[config.mk]
export PLATFORM = sky130hd
export DESIGN_NAME = att_top
export DESIGN_NICKNAME = d
export VERILOG_FILES = /design/src/pkg/att_pkg.sv /design/src/att_top.sv /design/src/att_chan_timeout.sv
export VERILOG_INCLUDE_DIRS = /design/src /design/src/pkg
export SDC_FILE = /design/constraint.sdc
export NUM_CORES = 1
export LEC_CHECK = 0
export ABC_AREA = 1
export BUFFER_PORTS_ARGS = -buffer_cell sky130_fd_sc_hd__buf_2
export CAP_MARGIN = 25
export CORE_ASPECT_RATIO = 1.4
export CORE_MARGIN = 10
export CORE_UTILIZATION = 38
export CTS_BUF_LIST = sky130_fd_sc_hd__clkbuf_2 sky130_fd_sc_hd__clkbuf_4 sky130_fd_sc_hd__clkbuf_8
export DETAILED_ROUTE_END_ITERATION = 10
export REMOVE_ABC_BUFFERS = 1
export SYNTH_ARGS = -nofsm -noshare
export SYNTH_HDL_FRONTEND = slang
export SYNTH_SLANG_ARGS = --single-unit
export TNS_END_PERCENT = 10
[constraint.sdc]
create_clock -name sys_clk -period 8.8 [get_ports sys_clk]
set_clock_uncertainty 0.15 [all_clocks]
set_input_delay 1.76 -clock sys_clk [delete_from_list [all_inputs] [get_ports sys_clk]]
set_output_delay 1.76 -clock sys_clk [all_outputs]
set_load 0.005 [all_outputs]
[src/pkg/att_defs.svh]
// Purpose: offsets, field positions and reset values of the timeout/setup registers
// Assumes: 8-bit register pointer, 8-bit registers
// Notes:   definitions only
`ifndef ATT_DEFS_SVH
`define ATT_DEFS_SVH

// ----------------------------------------
// register pointers
// ----------------------------------------
`define ATT_ADDR_CH1_TMO   8'h0A
`define ATT_ADDR_CH1_SETUP 8'h0B
`define ATT_ADDR_CH2_TMO   8'h0D
`define ATT_ADDR_CH2_SETUP 8'h0E

// ----------------------------------------
// reset values
// ----------------------------------------
`define ATT_TMO_RESET      8'h86
`define ATT_SETUP_RESET    8'h0B

// ----------------------------------------
// field positions
// ----------------------------------------
`define ATT_APR_MSB        7
`define ATT_APR_LSB        4
`define ATT_REC_MSB        3
`define ATT_REC_LSB        0
`define ATT_RNG_HI_BIT     7
`define ATT_RNG_LO_BIT     6
`define ATT_HYST_BIT       4
`define ATT_SETTLE_MSB     3
`define ATT_SETTLE_LSB     0
`define ATT_SETUP_WMASK    8'hDF

`endif

[src/pkg/att_pkg.sv]
// Purpose: types shared by the adaptive threshold timeout logic
// Assumes: nothing
// Notes:   threshold mode encoding is local to this block
package att_pkg;

   typedef enum logic [1:0] {
      ATT_THR_POS = 2'b00,
      ATT_THR_NEG = 2'b01,
      ATT_THR_WIN = 2'b10
   } att_thr_mode_t;

   typedef enum logic [1:0] {
      ATT_IDLE = 2'b00,
      ATT_APR  = 2'b01,
      ATT_REC  = 2'b10
   } att_tmo_state_t;

endpackage : att_pkg

[src/att_top.sv]
// Purpose: timeout and setup registers of a two-channel adaptive threshold tracker
// Assumes: serial front end delivers pointer/write/data on sys_clk
// Notes:   converter, averaging and status logic live outside
`timescale 1ns/100ps
`default_nettype none
`include "att_defs.svh"

// What this block does
// timeouts only run while the channel is in adaptive threshold mode
// approaching timeout starts when data leaves band toward the threshold
// approaching timeout elapses after 2^upper-nibble conversions
// receding timeout starts when data leaves band away from threshold
// receding timeout never runs in window threshold mode
// receding timeout elapses after 2^lower-nibble conversions
// on timeout the average is loaded with the newest conversion result
// a whole timeout register of zero disables both timeouts
// 8-bit read/write timeout register per channel at 0x0A and 0x0D
// timeout registers reset to 0x86: approach 8, recede 6
// 8-bit read/write setup register at 0x0B and 0x0E, reset 0x0B
// setup: range high bit7, range low bit6, bit5 zero, hyst bit4, settle 3:0
// range bits select input range and offset DAC step size
// timeout overwrites the average directly, erasing history
// thresholds sit sensitivity above and below the average
// a count clears when data returns inside the band
// each count advances once per finished conversion on its own channel
module att_top #(
   parameter int DATA_W = 12,
   parameter int SENS_W = 8
) (
   input  wire logic                   sys_clk,
   input  wire logic                   rst,
   input  wire logic                   clk_en,
   input  wire logic [7:0]             reg_addr,
   input  wire logic                   reg_wr,
   input  wire logic [7:0]             reg_wdata,
   output logic      [7:0]             reg_rdata,
   input  wire logic                   conv_done,
   input  wire logic                   conv_ch,
   input  wire logic [DATA_W-1:0]      conv_data,
   input  wire logic                   ch1_adaptive_en,
   input  wire att_pkg::att_thr_mode_t ch1_thr_mode,
   input  wire logic [DATA_W-1:0]      ch1_average,
   input  wire logic [SENS_W-1:0]      ch1_sensitivity,
   input  wire logic                   ch2_adaptive_en,
   input  wire att_pkg::att_thr_mode_t ch2_thr_mode,
   input  wire logic [DATA_W-1:0]      ch2_average,
   input  wire logic [SENS_W-1:0]      ch2_sensitivity,
   output logic                        ch1_avg_load,
   output logic      [DATA_W-1:0]      ch1_avg_load_value,
   output logic      [DATA_W-1:0]      ch1_pos_thr,
   output logic      [DATA_W-1:0]      ch1_neg_thr,
   output logic                        ch2_avg_load,
   output logic      [DATA_W-1:0]      ch2_avg_load_value,
   output logic      [DATA_W-1:0]      ch2_pos_thr,
   output logic      [DATA_W-1:0]      ch2_neg_thr,
   output logic                        ch1_range_sel_hi,
   output logic                        ch1_range_sel_lo,
   output logic                        ch1_hyst_en,
   output logic      [3:0]             ch1_threshold_settle_field,
   output logic                        ch2_range_sel_hi,
   output logic                        ch2_range_sel_lo,
   output logic                        ch2_hyst_en,
   output logic      [3:0]             ch2_threshold_settle_field
);

   // ----------------------------------------
   // register decode
   // ----------------------------------------
   logic [7:0] ch1_timeout_counts;
   logic [7:0] ch1_setup;
   logic [7:0] ch2_timeout_counts;
   logic [7:0] ch2_setup;

   wire logic hit_t1 = reg_addr == `ATT_ADDR_CH1_TMO;
   wire logic hit_s1 = reg_addr == `ATT_ADDR_CH1_SETUP;
   wire logic hit_t2 = reg_addr == `ATT_ADDR_CH2_TMO;
   wire logic hit_s2 = reg_addr == `ATT_ADDR_CH2_SETUP;
   // unused bit is kept zero on write
   wire logic [7:0] setup_wdata = reg_wdata & `ATT_SETUP_WMASK;
   wire logic [7:0] next_rdata  = hit_t1 ? ch1_timeout_counts :
                                  hit_s1 ? ch1_setup :
                                  hit_t2 ? ch2_timeout_counts :
                                  hit_s2 ? ch2_setup : 8'h00;
   wire logic conv1 = conv_done && !conv_ch;
   wire logic conv2 = conv_done && conv_ch;

   // ----------------------------------------
   // registers
   // ----------------------------------------
   always_ff @(posedge sys_clk) begin
      if (rst) begin
         ch1_timeout_counts <= `ATT_TMO_RESET;
         ch2_timeout_counts <= `ATT_TMO_RESET;
         ch1_setup          <= `ATT_SETUP_RESET;
         ch2_setup          <= `ATT_SETUP_RESET;
      end else if (clk_en && reg_wr) begin
         if (hit_t1) ch1_timeout_counts <= reg_wdata;
         if (hit_t2) ch2_timeout_counts <= reg_wdata;
         if (hit_s1) ch1_setup <= setup_wdata;
         if (hit_s2) ch2_setup <= setup_wdata;
      end
   end

   always_ff @(posedge sys_clk) begin
      if (rst) begin
         reg_rdata <= 8'h00;
      end else if (clk_en) begin
         reg_rdata <= next_rdata;
      end
   end

   // setup fields go straight out of the register flops
   assign ch1_range_sel_hi           = ch1_setup[`ATT_RNG_HI_BIT]; // see
   assign ch1_range_sel_lo           = ch1_setup[`ATT_RNG_LO_BIT]; // see
   assign ch1_hyst_en                = ch1_setup[`ATT_HYST_BIT];
   assign ch1_threshold_settle_field = ch1_setup[`ATT_SETTLE_MSB:`ATT_SETTLE_LSB];
   assign ch2_range_sel_hi           = ch2_setup[`ATT_RNG_HI_BIT]; // see
   assign ch2_range_sel_lo           = ch2_setup[`ATT_RNG_LO_BIT]; // see
   assign ch2_hyst_en                = ch2_setup[`ATT_HYST_BIT];
   assign ch2_threshold_settle_field = ch2_setup[`ATT_SETTLE_MSB:`ATT_SETTLE_LSB];

   // ----------------------------------------
   // channels
   // ----------------------------------------
   att_chan_timeout #(.DATA_W(DATA_W), .SENS_W(SENS_W)) u_ch1 (
      .sys_clk        (sys_clk),
      .rst            (rst),
      .clk_en         (clk_en),
      .conv_done      (conv1),
      .conv_data      (conv_data),
      .average        (ch1_average),
      .sensitivity    (ch1_sensitivity),
      .adaptive_en    (ch1_adaptive_en),
      .thr_mode       (ch1_thr_mode),
      .timeout_cfg    (ch1_timeout_counts),
      .avg_load       (ch1_avg_load),
      .avg_load_value (ch1_avg_load_value),
      .pos_thr        (ch1_pos_thr),
      .neg_thr        (ch1_neg_thr),
      .tmo_state      (),
      .tmo_count      ()
   );

   att_chan_timeout #(.DATA_W(DATA_W), .SENS_W(SENS_W)) u_ch2 (
      .sys_clk        (sys_clk),
      .rst            (rst),
      .clk_en         (clk_en),
      .conv_done      (conv2),
      .conv_data      (conv_data),
      .average        (ch2_average),
      .sensitivity    (ch2_sensitivity),
      .adaptive_en    (ch2_adaptive_en),
      .thr_mode       (ch2_thr_mode),
      .timeout_cfg    (ch2_timeout_counts),
      .avg_load       (ch2_avg_load),
      .avg_load_value (ch2_avg_load_value),
      .pos_thr        (ch2_pos_thr),
      .neg_thr        (ch2_neg_thr),
      .tmo_state      (),
      .tmo_count      ()
   );
endmodule : att_top
`default_nettype wire

[src/att_chan_timeout.sv]
// Purpose: one channel of approaching/receding timeout and threshold placement
// Assumes: conv_done is a one-cycle strobe for this channel only
// Notes:   counts conversions, not clock cycles
`timescale 1ns/100ps
`default_nettype none
`include "att_defs.svh"

module att_chan_timeout #(
   parameter int DATA_W = 12,
   parameter int SENS_W = 8,
   parameter int CNT_W  = 16
) (
   input  wire logic                  sys_clk,
   input  wire logic                  rst,
   input  wire logic                  clk_en,
   input  wire logic                  conv_done,
   input  wire logic [DATA_W-1:0]     conv_data,
   input  wire logic [DATA_W-1:0]     average,
   input  wire logic [SENS_W-1:0]     sensitivity,
   input  wire logic                  adaptive_en,
   input  wire att_pkg::att_thr_mode_t thr_mode,
   input  wire logic [7:0]            timeout_cfg,
   output logic                       avg_load,
   output logic [DATA_W-1:0]          avg_load_value,
   output logic [DATA_W-1:0]          pos_thr,
   output logic [DATA_W-1:0]          neg_thr,
   output att_pkg::att_tmo_state_t    tmo_state,
   output logic [CNT_W-1:0]           tmo_count
);

   // ----------------------------------------
   // band decode
   // ----------------------------------------
   wire logic [DATA_W:0] band_hi = {1'b0, average} + {{(DATA_W-SENS_W+1){1'b0}}, sensitivity};
   wire logic [DATA_W:0] band_lo = {1'b0, average} - {{(DATA_W-SENS_W+1){1'b0}}, sensitivity};
   wire logic            above   = {1'b0, conv_data} > band_hi;
   // negative low edge means nothing can sit below the band
   wire logic            below   = !band_lo[DATA_W] && (conv_data < band_lo[DATA_W-1:0]);
   wire logic [3:0]      apr_exp = timeout_cfg[`ATT_APR_MSB:`ATT_APR_LSB];
   wire logic [3:0]      rec_exp = timeout_cfg[`ATT_REC_MSB:`ATT_REC_LSB];
   wire logic            tmo_on  = adaptive_en && (timeout_cfg != 8'h00); // see
   wire logic            is_win  = thr_mode == att_pkg::ATT_THR_WIN;
   wire logic            is_neg  = thr_mode == att_pkg::ATT_THR_NEG;
   wire logic            rec_in_win = is_win && (tmo_state == att_pkg::ATT_REC);

   wire logic            apr_side = is_win ? (above || below) : (is_neg ? below : above);
   // see
   wire logic            rec_side = !is_win && (is_neg ? above : below);
   wire logic [CNT_W-1:0] apr_target = CNT_W'(1) << apr_exp;
   wire logic [CNT_W-1:0] rec_target = CNT_W'(1) << rec_exp;

   // ----------------------------------------
   // next state
   // ----------------------------------------
   logic [CNT_W-1:0]        apr_base;
   logic [CNT_W-1:0]        rec_base;
   logic [CNT_W-1:0]        next_count;
   logic                    next_fire;
   att_pkg::att_tmo_state_t next_state;

   always_comb begin
      apr_base = '0;
      rec_base = '0;
      case (tmo_state)
         att_pkg::ATT_APR: apr_base = tmo_count;
         att_pkg::ATT_REC: rec_base = tmo_count;
         default: ;
      endcase
   end

   // side change restarts the count at the crossing conversion
   always_comb begin
      next_state = att_pkg::ATT_IDLE;
      next_count = '0;
      next_fire  = 1'b0;
      if (apr_side) begin
         next_count = apr_base + CNT_W'(1);
         // >= covers a target lowered while counting
         if (next_count >= apr_target) begin
            next_fire  = 1'b1;
            next_count = '0;
         end else begin
            next_state = att_pkg::ATT_APR;
         end
      end else if (rec_side) begin
         next_count = rec_base + CNT_W'(1);
         if (next_count >= rec_target) begin
            next_fire  = 1'b1;
            next_count = '0;
         end else begin
            next_state = att_pkg::ATT_REC;
         end
      end
   end

   // ----------------------------------------
   // registers
   // ----------------------------------------
   always_ff @(posedge sys_clk) begin
      if (rst) begin
         tmo_state <= att_pkg::ATT_IDLE;
         tmo_count <= '0;
      end else if (clk_en) begin
         if (!tmo_on) begin
            tmo_state <= att_pkg::ATT_IDLE; // see
            tmo_count <= '0;
         end else if (conv_done) begin
            tmo_state <= next_state;
            tmo_count <= next_count;
         end else if (rec_in_win) begin
            // stale recede dies on mode switch
            tmo_state <= att_pkg::ATT_IDLE;
            tmo_count <= '0;
         end
      end
   end

   always_ff @(posedge sys_clk) begin
      if (rst) begin
         avg_load       <= 1'b0;
         avg_load_value <= '0;
      end else if (clk_en) begin
         avg_load <= conv_done && tmo_on && next_fire; // see
         if (conv_done && tmo_on && next_fire) begin
            avg_load_value <= conv_data; // see
         end
      end
   end

   always_ff @(posedge sys_clk) begin
      if (rst) begin
         pos_thr <= '0;
         neg_thr <= '0;
      end else if (clk_en) begin
         // saturate at the code limits
         pos_thr <= band_hi[DATA_W] ? {DATA_W{1'b1}} : band_hi[DATA_W-1:0];
         neg_thr <= band_lo[DATA_W] ? {DATA_W{1'b0}} : band_lo[DATA_W-1:0];
      end
   end
endmodule : att_chan_timeout
`default_nettype wire

* Word level (Yosys, flattened, before mapping)
Cells that the tools add are included.
** Cells by class
- Reductions and logical operators :: 32
- Add/subtract/negate cells :: 8
- Shifts and indexed selects :: 4
- Magnitude comparators :: 8
- Mux-type cells :: 54
- Equality and inequality tests :: 14
** Operators by type and width (number)
- $mux W16 :: 18
- $add A16 B1 Y16 const B :: 4
- $ge A16 B16 Y1 :: 4
- $shl A1 B4 Y16 const A :: 4
- $mux W12 :: 4
- $eq A8 B4 Y1 const B :: 4
- $mux W8 :: 4
- $add A12 B8 Y13 :: 2
- $gt A12 B13 Y1 :: 2
- $sub A12 B8 Y13 :: 2
- $lt A12 B12 Y1 :: 2
- $mux W2 :: 12
- $mux W1 :: 16
- $reduce_and A2 Y1 :: 8
- $reduce_bool A8 Y1 :: 2
- $logic_and A1 B1 Y1 :: 15
- $eq A2 B1 Y1 const B :: 4
- $eq A2 B2 Y1 const B :: 4
- $ne A3 B2 Y1 const B :: 2
- $logic_not A1 Y1 :: 5
- $logic_or A1 B1 Y1 :: 2
** Word-level totals
- Word-level logic and storage cells :: 137
- Input port bits :: 80
- Bits in registers :: 148

* Logic depth before layout (Yosys ltp)
Gate-level depths: netlist of the first run.
- Depth in word-level cells :: 9
- Depth in mapped cells :: 28
- Mapped depth without buffers :: 26

* Cells and area by module
A second synthesis of the first run with hierarchy kept.
** Unflattened totals
- Cells, all modules :: 2036
- Area total of the unflattened synthesis :: 13379.1 um^2
** By module, submodules not included
- att_chan_timeout (u_ch2) :: times used 1, area each 5775.5 um^2, cells each 889, seq. area each 1101.1 um^2
- att_chan_timeout (u_ch1) :: times used 1, area each 5760.5 um^2, cells each 893, seq. area each 1101.1 um^2
- att_top :: times used 1, area each 1843.0 um^2, cells each 254, seq. area each 760.7 um^2

* Worst setup path before layout of the first run
OpenSTA, ideal clock, no wires.
- Path type :: input to register
- From :: input port ch1_sensitivity[2]
- To :: register u_ch1.avg_load_value[10]
- Buffers on the path :: 3
- Data required time :: 8.535 ns
- Data arrival time :: 4.617 ns
- Stages :: 26
- Path slack :: 3.918 ns
- Cell sequence :: inv_1 > ha_1 > buf_6 > a21oi_1 > nand2_1 > nand2_1 > nand2_1 > nand2_1 > nand2_1 > nor3_1 > xor2_1 > ha_1 > nand2_1 > o21ai_0 > nor2_1 > nand2_1 > a21oi_1 > nand3b_4 > nand2_4 > buf_6 > inv_8 > nand2_8 > buf_8 > nand3_2 > nand2_1 > nor2_1
** Between the ends
- Word-level cells in the longest chain between the ends :: 9
** RTL lines
- start, declared :: line att_top.sv:43 : input wire logic [SENS_W-1:0] ch1_sensitivity,
- $sub A12 B8 Y13 :: line att_chan_timeout.sv:35 : wire logic [DATA_W:0] band_lo = {1'b0, average} - {{(DATA_W-SENS_W+1){1'b0}}, sensitivity};
- $lt A12 B12 Y1 or $logic_not A1 Y1 (tied branches) :: line att_chan_timeout.sv:38 : wire logic below = !band_lo[DATA_W] && (conv_data < band_lo[DATA_W-1:0]);
- $logic_and A1 B1 Y1 :: line att_chan_timeout.sv:38
- $mux W1 :: line att_chan_timeout.sv:48 : wire logic rec_side = !is_win && (is_neg ? above : below);
- $logic_and A1 B1 Y1 :: line att_chan_timeout.sv:48
- $mux W1 :: line att_chan_timeout.sv:85 : end else if (rec_side) begin
- $mux W1 (*) :: line att_chan_timeout.sv:76 : if (apr_side) begin
- $logic_and A1 B1 Y1 (*) :: line att_chan_timeout.sv:124 : if (conv_done && tmo_on && next_fire) begin
- $reduce_and A2 Y1 (no source line) (*)
- end signal, assigned :: line att_chan_timeout.sv:125 : avg_load_value <= conv_data;
- end, declared :: line att_chan_timeout.sv:24 : output logic [DATA_W-1:0] avg_load_value,
Every way passes the cells marked *; elsewhere a longest branch is shown, timed or not.
A chain may end at the register's enable or synchronous reset.

* Worst setup path after layout of the first run
- From :: input port ch2_average[0]
- To :: register u_ch2.tmo_count[15]
** Between the ends
- Word-level cells in the longest chain between the ends :: 9
** RTL lines
- start, declared :: line att_top.sv:46 : input wire logic [DATA_W-1:0] ch2_average,
- $sub A12 B8 Y13 :: line att_chan_timeout.sv:35
- $lt A12 B12 Y1 or $logic_not A1 Y1 (tied branches) :: line att_chan_timeout.sv:38
- $logic_and A1 B1 Y1 :: line att_chan_timeout.sv:38
- $mux W1 :: line att_chan_timeout.sv:48
- $logic_and A1 B1 Y1 :: line att_chan_timeout.sv:48
- $mux W16 :: line att_chan_timeout.sv:85
- $mux W16 (*) :: line att_chan_timeout.sv:76
- $mux W16 (*) :: line att_chan_timeout.sv:107 : end else if (conv_done) begin
- $mux W16 (*) :: line att_chan_timeout.sv:104 : if (!tmo_on) begin
- end signal, assigned :: line att_chan_timeout.sv:109 : tmo_count <= next_count;
- end, declared :: line att_chan_timeout.sv:28 : output logic [CNT_W-1:0] tmo_count
Marks and branches as above.

==> summary.txt, run 1 <==
outcome - finished clean
HP Class - reg -> reg
Post-synth ARST share - 0
Gate Count Post-Synth - 2004
port bufs - 175
syn avg cell area - 6.50 um^2
Syn-to-layout area delta - 11.8%
Sw Share - 0.351
starting density of the core - 0.384
fin crit period - 5.30 ns
Max Fanout on Critical Path - 21
WP data required - 9.10 ns
Worst EP arrival - 5.60 ns
Int Power - 0.00111 W
hpwl dp - 34.1 mm
WHS Path Cells - 2
CP max stage delay - 0.38 ns
Hold Crit Start - u_ch1.neg_thr[1]
clock latency at the later pin of the worst-skew pair - 0.52 ns
Logic pwr share - 0.252
GRT overflow - 0
worst vdd ir - 0.0000967 V
Initial DRT Pass Iterations - 5
cts hold-fix bufs - 0
post-synth top area cell - dfxtp_1
max frequency - 0.189 GHz
Synth top area share - 0.227
CTS tree - yes
RSZ-0062 raised after global routing - false
H-Tree Level Count - 4
crit-path most repeated cell - nor2_1
Post-synth EDFFs - 0
CP Class - in -> reg
post-DR vias/cell - 5.19
dpl cells - 2565
Clock Sinks - 148
clock power share - 0.333
number of global-route vias before repair - 13.0k
critical path, cell by cell - buf_2 > ha_1 > inv_1 > fa_1 > or2_1 > nand2_1 > o21ai_2 > o21ai_2 > nand3_1 > xor2_1 > inv_1 > ha_1 > and3_1 > nand4_1 > nand4_1 > nand2_2 > nor2_2 > nand2_1 > nor2_1 > nor2_1 > nor2_1
NetSw - 0.000598 W
buffer count from post-CTS setup fixing - 0
final hold vios - 0
largest net degree at the start of global routing - 76
WL/cell - 16.5 um
Max Cap Viol - 0
Least-Margin Pin Slew - 0.922 ns
Final Max Slew Viols - 0
YS warnings - 0
first-pass GRT wire length - 67.4 mm
Yosys reg bits - 148
Setup-failing EPs final - 0
drt initial violations - 1028
gpl congestion - 0.968
Worst slew margin - 0.385
top post-synthesis cells by area - dfxtp_1 (23%), ha_1 (14%), nand2_1 (12%)
Layout Nets - 2363
R2R Path End - u_ch2.avg_load_value[4]
Seq pwr share - 0.415
slowest CP cell - fa_1
worst setup margin - 3.50 ns
PostCTS Resize Cnt - 0
die height - 239 um
root buffer cell - clkbuf_8
dpl ws - 3.02 ns
Cell Area, Synth - 0.0130 mm^2
Power Dens Cells - 117 mW/mm^2
drt total wl - 42.9 mm
Via Count - 13.5k
count of unique library cells instantiated by Yosys - 53
DRC - 0
total track usage - 0.199
Num CTS Buffers - 17
number of cell rows - 80
crit share post-route - 0.602
R2R Setup Slk - 4.15 ns
ANT nets after route - 0
worst-case hold path end point - u_ch1.neg_thr[1]
Critical Path Source Type - primary input
R2R Path Start - u_ch2.tmo_state[0]
initial antenna violation count - 4
share of cells above drive strength 1 - 0.130
post-synthesis sequential area ratio - 0.227
Synth Flop Type - dfxtp_1
Finished Layout Cells - 2600
I/O pin count - 176
Clk pin slew, worst setup/hold paths - 0.09 ns
die area - 0.0422 mm^2
R2R depth - 23
count leader, synth - nand2_1
Synth top cells by count - nand2_1 (414), nor2_1 (259), inv_1 (238)
Leak Pwr - 7.02 nW
Critical Path End Type - flop
die width - 176 um
Max clock buf depth - 2
setup TNS - 0 ns
core footprint - 0.0339 mm^2
## cell type report
cell class	instances	area (um^2)
Antenna cell	3	7.51
Clock buffer	21	270
Clock inverter	11	129
Fill cell	3670	19400
Inverter	266	1010
Multi-Input combinational cell	1516	8670
Sequential cell	148	2960
Tap cell	451	564
Timing Repair Buffer	184	943
## critical path: cells and delay by family
| kind | cells | cell delay [ns] |
|---|---|---|
| buffers and inverters | 3 | 0.23 |
| adder cells (fa/ha/maj) | 3 | 0.87 |
| AO/OA/AOI/OAI | 2 | 0.27 |
| AND/OR/NAND/NOR | 12 | 2.23 |
| XOR/XNOR | 1 | 0.23 |
## worst max path at each step
stage / end / slack [ns] / cells past startpoint / startpoint
finish: u_ch2.tmo_count[15] / 3.50 / 21 / ch2_average[0]
global route: u_ch2.tmo_count[12] / 3.03 / 24 / ch2_sensitivity[2]
CTS: u_ch1.avg_load_value[1] / 3.58 / 21 / ch1_average[0]
detailed placement: u_ch1.avg_load_value[1] / 3.02 / 21 / ch1_average[0]
global placement: u_ch2.avg_load_value[4] / 3.10 / 20 / ch2_average[0]
floorplan: u_ch1.avg_load_value[3] / 3.65 / 20 / ch1_average[0]
## stage by stage
stage / utilization / total power [W] / hold slack [ns] / area [um^2]
after floorplan: - / 0.000995 / 0.303 / 12600
after detailed placement: 0.417 / 0.00115 / 0.305 / 14200
after global placement: 0.417 / 0.00115 / 0.302 / 14200
final: 0.429 / 0.00171 / 0.315 / 14600
after global routing: 0.429 / 0.00181 / 0.332 / 14600
after CTS: 0.429 / 0.00173 / 0.318 / 14600
## power groups by stage
stage,combinational [W],clock (W),sequential [W]
2_1_floorplan,0.000273,0,0.000722
3_3_place_gp,0.000424,0,0.000723
3_5_place_dp,0.000430,0,0.000723
4_1_cts,0.000433,0.000586,0.000707
5_1_grt,0.000487,0.000608,0.000710
6_report,0.000430,0.000569,0.000707
## sequential cells by signal, summed over array words and instances (netlist names), 8 cells and up
name and count:
u_ch1.tmo_count 16, u_ch2.tmo_count 16, u_ch1.avg_load_value 12, u_ch1.neg_thr 12
u_ch1.pos_thr 12, u_ch2.avg_load_value 12, u_ch2.neg_thr 12, u_ch2.pos_thr 12
ch1_timeout_counts 8, ch2_timeout_counts 8, reg_rdata 8
## kinds of logic after synthesis
logic type	Yosys count	synth area share
fa+ha+maj	150	0.146
flops	148	0.227
xor+xnor	73	0.0491
buf+inv	340	0.107
compound gates	296	0.127
simple gates	997	0.343
## cells in the final DEF (no fill, tap or decap), types with 9 or more instances in the layout
cell	count
o211ai_1	16
nand4_1	105
nor2_2	9
ha_1	146
xnor2_1	11
buf_4	9
nor3_1	33
buf_2	175
inv_1	238
dfxtp_1	148
a21oi_1	171
clkbuf_8	18
inv_2	15
xor2_1	62
nor4_1	10
clkinv_1	12
nand3_1	125
nand2_1	414
nor2_1	259
o21ai_0	69
## per-layer routing
layer  wire length [um]  share of wire  global-route usage  vias to the layer above
li1                   -              -                   -                     6888
met1              17700           0.41               0.223                     6191
met2              21600           0.50               0.358                      344
met3               2400          0.056              0.0462                       70
met4               1200          0.028              0.0705                        2
met5                  7        0.00016                   0                        -
No activity file was read; power rests on OpenSTA's default activity.
==> run 2, diff against run 1 <==
==> constraint.sdc (replaced) <==
create_clock -name sys_clk -period 4.4 [get_ports sys_clk]
set_clock_uncertainty 0.15 [all_clocks]
set_input_delay 0.88 -clock sys_clk [delete_from_list [all_inputs] [get_ports sys_clk]]
set_output_delay 0.88 -clock sys_clk [all_outputs]
set_load 0.005 [all_outputs]
==> run 2 against run 1 <==
Against the previous run:
- die area unchanged
- register-to-register slack worse by 3.8 ns
- global-route usage rose by 0.76 points
- combinational power rose by 110%
- clock power increased by 100%
- largest cell class unchanged
==> summary.txt, run 2 (synthesized netlist as in run 1, its figures left out) <==
DRC - 0 (unchanged)
Worst EP arrival - 4.38 ns (was 5.60 ns)
port bufs - 175 (unchanged)
die area - 0.0422 mm^2 (unchanged)
share of cells above drive strength 1 - 0.147 (was 0.130)
max frequency - 0.244 GHz
WP data required - 4.68 ns (was 9.10 ns)
first-pass GRT wire length - 70.3 mm (was 67.4 mm)
fin crit period - 4.10 ns
WL/cell - 16.6 um (was 16.5 um)
Sw Share - 0.357 (was 0.351)
die width - 176 um (unchanged)
CTS tree - yes (unchanged)
drt total wl - 43.7 mm (was 42.9 mm)
commonest non-fill, non-tap cell in the layout - nand2_1 (unchanged)
drt initial violations - 876 (was 1028)
Layout Nets - 2403 (was 2363)
outcome - finished clean (unchanged)
Leak Pwr - 7.24 nW (was 7.02 nW)
Int Power - 0.00223 W (was 0.00111 W)
Max clock buf depth - 2 (unchanged)
Critical Path End Type - flop (unchanged)
Initial DRT Pass Iterations - 6 (was 5)
dpl ws - -0.0773 ns (was 3.02 ns)
setup TNS - 0 ns (unchanged)
Num CTS Buffers - 17 (unchanged)
post-DR vias/cell - 5.21 (was 5.19)
gpl congestion - 0.947 (was 0.968)
Seq pwr share - 0.407 (was 0.415)
Max Fanout on Critical Path - 14 (was 21)
worst setup margin - 0.303 ns (was 3.50 ns)
number of cell rows - 80 (unchanged)
ANT nets after route - 0 (unchanged)
Worst slew margin - 0.409 (was 0.385)
Logic pwr share - 0.264 (was 0.252)
Critical Path Source Type - flop (was primary input)
most frequent cells in the layout - nand2_1 (414), nor2_1 (257), inv_1 (238) (was nand2_1 (414), nor2_1 (259), inv_1 (238))
final hold vios - 0 (unchanged)
largest net degree at the start of global routing - 68 (was 76)
die height - 239 um (unchanged)
dpl cells - 2605 (was 2565)
Max Cap Viol - 0 (unchanged)
Syn-to-layout area delta - 14.3% (was 11.8%)
Via Count - 13.7k (was 13.5k)
GRT overflow - 0 (unchanged)
Power Dens Cells - 233 mW/mm^2 (was 117 mW/mm^2)
RSZ-0062 raised after global routing - true (was false)
starting density of the core - 0.384 (unchanged)
number of global-route vias before repair - 13.5k (was 13.0k)
Setup-failing EPs final - 0 (unchanged)
clock power share - 0.329 (was 0.333)
Top Registers - u_ch1.tmo_count: 16 flops, u_ch2.tmo_count: 16 flops (unchanged)
crit share post-route - 0.931
worst vdd ir - 0.000172 V (was 0.0000967 V)
I/O pin count - 176 (unchanged)
total track usage - 0.206 (was 0.199)
NetSw - 0.00124 W (was 0.000598 W)
root buffer cell - clkbuf_8 (unchanged)
Final Max Slew Viols - 0 (unchanged)
core footprint - 0.0339 mm^2 (unchanged)
initial antenna violation count - 2 (was 4)
hpwl dp - 35.2 mm (was 34.1 mm)
CP Class - reg -> reg (was in -> reg)
Clk pin slew, worst setup/hold paths - 0.08 ns (was 0.09 ns)
clock latency at the later pin of the worst-skew pair - 0.51 ns (was 0.52 ns)
H-Tree Level Count - 4 (unchanged)
Least-Margin Pin Slew - 0.887 ns (was 0.922 ns)
Finished Layout Cells - 2638 (was 2600)
HP Class - reg -> reg (unchanged)
Clock Sinks - 148 (unchanged)
==> run 2: cell types whose count changed in the layout (fill, tap and decap cells not counted), sizes merged <==
cell      previous run  this run
buf                184       224
clkinv              15        19
clkbuf              21        18
clkinvlp             5         2
diode                3         1
inv                255       257
==> run 2: power groups by stage <==
stage | logic, W | clock network, W | registers, W
detailed placement | 0.000917 | 0 | 0.00145
finish | 0.000917 | 0.00114 | 0.00141
global placement | 0.000901 | 0 | 0.00145
global route | 0.00104 | 0.00122 | 0.00142
CTS | 0.000921 | 0.00117 | 0.00141
floorplan | 0.000545 | 0 | 0.00144
==> run 2: metrics by stage <==
stage	hold slack [ns]	instance area (um^2)	power, W	util
6_report	0.314	14900	0.00348	0.439
5_1_grt	0.326	14900	0.00367	0.439
4_1_cts	0.315	14900	0.00351	0.438
3_5_place_dp	0.303	14500	0.00236	0.427
3_3_place_gp	0.301	14500	0.00235	0.427
2_1_floorplan	0.303	12600	0.00199	-
==> run 2: what timing repair did <==
action / 4_1_cts / 5_1_grt
resized for setup: 0 / 3
buffers inserted: 0 / 0
endpoints found under the setup margin: 0 / 14
hold buffers: 0 / 0
==> run 2: layout make-up <==
| class | count | area [um^2] |
|---|---|---|
| diodes | 1 | 2.50 |
| flip-flops and latches | 148 | 2960 |
| well taps | 451 | 564 |
| clock inverters | 14 | 154 |
| fillers | 3633 | 19000 |
| clock buffers | 18 | 241 |
| repair buffers | 224 | 1270 |
| inverters | 266 | 1010 |
| multi-input cells | 1516 | 8690 |
==> run 2: metal layers <==
| layer | wire, um | part of all wire | track usage |
|---|---|---|---|
| met5 | 7 | 0.00016 | 0 |
| met4 | 1760 | 0.040 | 0.0983 |
| met3 | 2320 | 0.053 | 0.0395 |
| met2 | 21600 | 0.49 | 0.362 |
| met1 | 18100 | 0.41 | 0.235 |
==> run 2: worst paths after layout <==
kind / endpoint / from / cells past startpoint / slack (ns)
max: u_ch2.tmo_count[12] / u_ch2.tmo_state[1] / 22 / 0.30
max reg2reg: u_ch2.tmo_count[12] / u_ch2.tmo_state[1] / 22 / 0.30
min reg2reg: u_ch2.neg_thr[3] / u_ch2.neg_thr[3] / 2 / 0.31
min: u_ch2.neg_thr[3] / u_ch2.neg_thr[3] / 2 / 0.31
==> run 2: worst max-delay path, stage by stage, from the launching register on <==
cell and delay (ns):
dfxtp_1 0.39, inv_2 0.07, nor2_4 0.21, inv_2 0.17
nor2_1 0.22, nand3_1 0.23, nor3_2 0.28, nand3_1 0.15
xor2_1 0.39, inv_1 0.10, ha_1 0.32, nand2_1 0.07
inv_1 0.04, o21ai_0 0.07, a21oi_1 0.09, nor2_1 0.10
nand3_1 0.15, a21oi_1 0.22, nand2_1 0.13, buf_4 0.18
nor2_1 0.16, nor2_1 0.06, nor2_1 0.08
==> run 3, diff against run 2 <==
--- a/config.mk
+++ b/config.mk
@@ -7,7 +7,7 @@
 export NUM_CORES = 1
 export LEC_CHECK = 0
 export ABC_AREA = 1
-export BUFFER_PORTS_ARGS = -buffer_cell sky130_fd_sc_hd__buf_2
+export BUFFER_PORTS_ARGS = -buffer_cell sky130_fd_sc_hd__buf_4
 export CAP_MARGIN = 25
 export CORE_ASPECT_RATIO = 1.4
 export CORE_MARGIN = 10
@@ -17,5 +17,6 @@
 export REMOVE_ABC_BUFFERS = 1
 export SYNTH_ARGS = -nofsm -noshare
 export SYNTH_HDL_FRONTEND = slang
+export SYNTH_HIERARCHICAL = 1
 export SYNTH_SLANG_ARGS = --single-unit
 export TNS_END_PERCENT = 10
==> run 3 against run 2 <==
Against the previous run:
- sequential cell count unchanged
- critical path depth unchanged
- setup slack improved by 0.084 ns
- critical endpoint is now u_ch1/tmo_count[9]
- largest power group unchanged
==> summary.txt, run 3 <==
total power - 0.00365 W (was 0.00348 W)
Critical Path End Type - flop (unchanged)
share of cells above drive strength 1 - 0.170 (was 0.147)
gpl congestion - 0.940 (was 0.947)
total track usage - 0.197 (was 0.206)
fin crit period - 4.01 ns (was 4.10 ns)
placed cell area - 0.0153 mm^2 (was 0.0145 mm^2)
Final Max Slew Viols - 0 (unchanged)
cts hold-fix bufs - 0 (unchanged)
R2R depth - 24 (was 22)
PostCTS Resize Cnt - 0 (unchanged)
post-synth top area cell - dfxtp_1 (unchanged)
Yosys reg bits - 148 (unchanged)
HP Class - reg -> reg (unchanged)
Cell Area, Synth - 0.0134 mm^2 (was 0.0130 mm^2)
Post-synth EDFFs - 0 (unchanged)
buffer count from post-CTS setup fixing - 0 (unchanged)
largest net degree at the start of global routing - 48 (was 68)
core footprint - 0.0349 mm^2 (was 0.0339 mm^2)
Critical Path Source Type - primary input (was flop)
Stages on worst setup path - 22 (unchanged)
NetSw - 0.00121 W (was 0.00124 W)
Logic pwr share - 0.275 (was 0.264)
R2R Path End - u_ch2/tmo_count[10] (was u_ch2.tmo_count[12])
Clock Sinks - 148 (unchanged)
final hold vios - 0 (unchanged)
GRT overflow - 0 (unchanged)
CP max stage delay - 0.36 ns (was 0.39 ns)
critical path buffer and inverter count - 3 (was 5)
CP Capture Point - u_ch1/tmo_count[9] (was u_ch2.tmo_count[12])
count of unique library cells instantiated by Yosys - 52 (was 53)
Worst EP arrival - 4.28 ns (was 4.38 ns)
initial antenna violation count - 1 (was 2)
die width - 179 um (was 176 um)
Synth top area share - 0.221 (was 0.227)
Worst slew margin - 0.417 (was 0.409)
hpwl dp - 35.4 mm (was 35.2 mm)
die area - 0.0432 mm^2 (was 0.0422 mm^2)
die height - 242 um (was 239 um)
Seq pwr share - 0.388 (was 0.407)
Max clock buf depth - 2 (unchanged)
Initial DRT Pass Iterations - 6 (unchanged)
CP Class - in -> reg (was reg -> reg)
sequential cell area - 0.00296 mm^2 (unchanged)
Final Cell Area - 0.0157 mm^2 (was 0.0149 mm^2)
WP data required - 4.67 ns (was 4.68 ns)
drt total wl - 43.6 mm (was 43.7 mm)
Via Count - 13.8k (was 13.7k)
slowest CP cell - ha_1 (was dfxtp_1)
Setup crit start - ch1_average[2] (was u_ch2.tmo_state[1])
clock latency at the later pin of the worst-skew pair - 0.49 ns (was 0.51 ns)
dpl ws - -0.0817 ns (was -0.0773 ns)
max frequency - 0.249 GHz (was 0.244 GHz)
commonest non-fill, non-tap cell in the layout - nand2_1 (unchanged)
Num CTS Buffers - 17 (unchanged)
Synth Flop Type - dfxtp_1 (unchanged)
Sw Share - 0.331 (was 0.357)
outcome - finished clean (unchanged)
top post-synthesis cells by area - dfxtp_1 (22%), ha_1 (14%), nand2_1 (12%) (was dfxtp_1 (23%), ha_1 (14%), nand2_1 (12%))
clock power share - 0.337 (was 0.329)
Top Family by Delay on Critical Path - simple AND/OR/NAND/NOR gates (unchanged)
Post-synth ARST share - 0 (unchanged)
post-synthesis sequential area ratio - 0.221 (was 0.227)
R2R Setup Slk - 0.42 ns (was 0.30 ns)
Setup-failing EPs final - 0 (unchanged)
Leak Pwr - 7.63 nW (was 7.24 nW)
drt initial violations - 941 (was 876)
root buffer cell - clkbuf_8 (unchanged)
most frequent cells in the layout - nand2_1 (422), inv_1 (263), nor2_1 (237) (was nand2_1 (414), nor2_1 (257), inv_1 (238))
RSZ-0062 raised after global routing - false (was true)
R2R Path Start - u_ch2/tmo_state[1] (was u_ch2.tmo_state[1])
crit-path most repeated cell - nor2_1 (unchanged)
Gate Count Post-Synth - 2036 (was 2004)
Util after Layout - 0.451 (was 0.439)
multi-input logic area - 0.00890 mm^2 (was 0.00869 mm^2)
starting density of the core - 0.384 (about the same)
YS warnings - 6 (was 0)
Clk pin slew, worst setup/hold paths - 0.08 ns (about the same)
ANT nets after route - 0 (unchanged)
Max Fanout on Critical Path - 14 (unchanged)
count leader, synth - nand2_1 (unchanged)
worst setup margin - 0.387 ns (was 0.303 ns)
Int Power - 0.00245 W (was 0.00223 W)
Max Cap Viol - 0 (unchanged)
worst vdd ir - 0.000171 V (was 0.000172 V)
DRC - 0 (unchanged)
Synth top cells by count - nand2_1 (422), inv_1 (263), nor2_1 (237) (was nand2_1 (414), nor2_1 (259), inv_1 (238))
I/O pin count - 176 (unchanged)
H-Tree Level Count - 4 (unchanged)
Top Registers - u_ch1/tmo_count: 16 flops, u_ch2/tmo_count: 16 flops (was u_ch1.tmo_count: 16 flops, u_ch2.tmo_count: 16 flops)
number of cell rows - 81 (was 80)
Least-Margin Pin Slew - 0.874 ns (was 0.887 ns)
first-pass GRT wire length - 69.2 mm (was 70.3 mm)
port bufs - 175 (unchanged)
Layout Nets - 2437 (was 2403)
crit share post-route - 0.912 (was 0.931)
number of global-route vias before repair - 13.4k (was 13.5k)
Power Dens Cells - 232 mW/mm^2 (was 233 mW/mm^2)
Syn-to-layout area delta - 17.5% (was 14.3%)
CTS tree - yes (unchanged)
syn avg cell area - 6.57 um^2 (was 6.50 um^2)
critical path, cell by cell - buf_4 > ha_1 > nand2_1 > o21ai_0 > a21oi_1 > or2_2 > nand3_1 > xor2_1 > inv_1 > ha_1 > nand2_1 > nor2_1 > nand4_1 > a21oi_1 > nor2_1 > nand3b_1 > nand2_4 > inv_4 > nand3_4 > nor2_1 > nor2_1 > nor2_1 (was inv_2 > nor2_4 > inv_2 > nor2_1 > nand3_1 > nor3_2 > nand3_1 > xor2_1 > inv_1 > ha_1 > nand2_1 > inv_1 > o21ai_0 > a21oi_1 > nor2_1 > nand3_1 > a21oi_1 > nand2_1 > buf_4 > nor2_1 > nor2_1 > nor2_1)
WL/cell - 16.3 um (was 16.6 um)
fillers - 3718 (was 3633)
post-DR vias/cell - 5.17 (was 5.21)
[run 3: cell count changes after synthesis, sizes merged, moves of 5 or more]
cell,before,now
inv,254,286
nand3,133,151
nand2,422,437
clkinv,12,2
nor3,37,27
buf,35,40
nor4,10,5
o221ai,5,0
or2,5,10
[run 3: per-stage QoR]
step,hold WS (ns),cells,setup TNS (ns)
after floorplan,0.301,1960,0
after global placement,0.306,2644,-0.205
after detailed placement,0.307,2644,-1.49
after CTS,0.320,2676,0
after global routing,0.332,2677,0
final,0.316,2677,0
[run 3: kinds of logic (layout without fill, tap and decap cells)]
group / Yosys count / count (layout) / synth area share
compound gates: 285 / 285 / 0.122
xor+xnor: 73 / 73 / 0.0478
fa+ha+maj: 150 / 150 / 0.143
buf+inv: 364 / 548 / 0.114
flops: 148 / 148 / 0.221
other cells: 0 / 1 / 0
simple gates: 1016 / 1016 / 0.352
[run 3: worst min path at each step]
stage	depth (start not counted)	from	slack, ns	endpoint
2_1_floorplan	2	u_ch2/tmo_state[1]	0.30	u_ch2/tmo_state[1]
3_3_place_gp	2	reg_rdata[4]	0.31	reg_rdata[4]
3_5_place_dp	2	u_ch2/neg_thr[9]	0.31	u_ch2/neg_thr[9]
4_1_cts	2	u_ch2/neg_thr[9]	0.32	u_ch2/neg_thr[9]
5_1_grt	2	reg_rdata[6]	0.33	reg_rdata[6]
6_report	2	u_ch2/neg_thr[9]	0.32	u_ch2/neg_thr[9]
[run 3: area by class of cell]
type                       count  share of cell area
antenna                        1            0.000159
multi-input combinational   1524               0.566
sequential                   148               0.188
clock buffer                  21              0.0172
clock inverter                11              0.0111
timing repair buffer         228               0.112
inverter                     288              0.0691
tap                          456              0.0363
[run 3: metal layers]
metal,vias up,track usage,part of all wire
met5,-,0,0
met4,0,0.0748,0.033
met3,81,0.0452,0.061
met2,400,0.352,0.50
met1,6353,0.220,0.40
li1,7002,-,-
[run 3: power by group through the flow]
stage,clock network (W),registers (W),logic [W]
floorplan,0,0.00145,0.000545
global placement,0,0.00145,0.000981
detailed placement,0,0.00145,0.000996
CTS,0.00127,0.00142,0.00100
global route,0.00132,0.00143,0.00111
finish,0.00123,0.00142,0.00101
[run 3: worst min-delay path, cell delays in order (launching register included)]
cell	delay, ns
dfxtp_1	0.31
nand2_1	0.06
a21oi_1	0.05
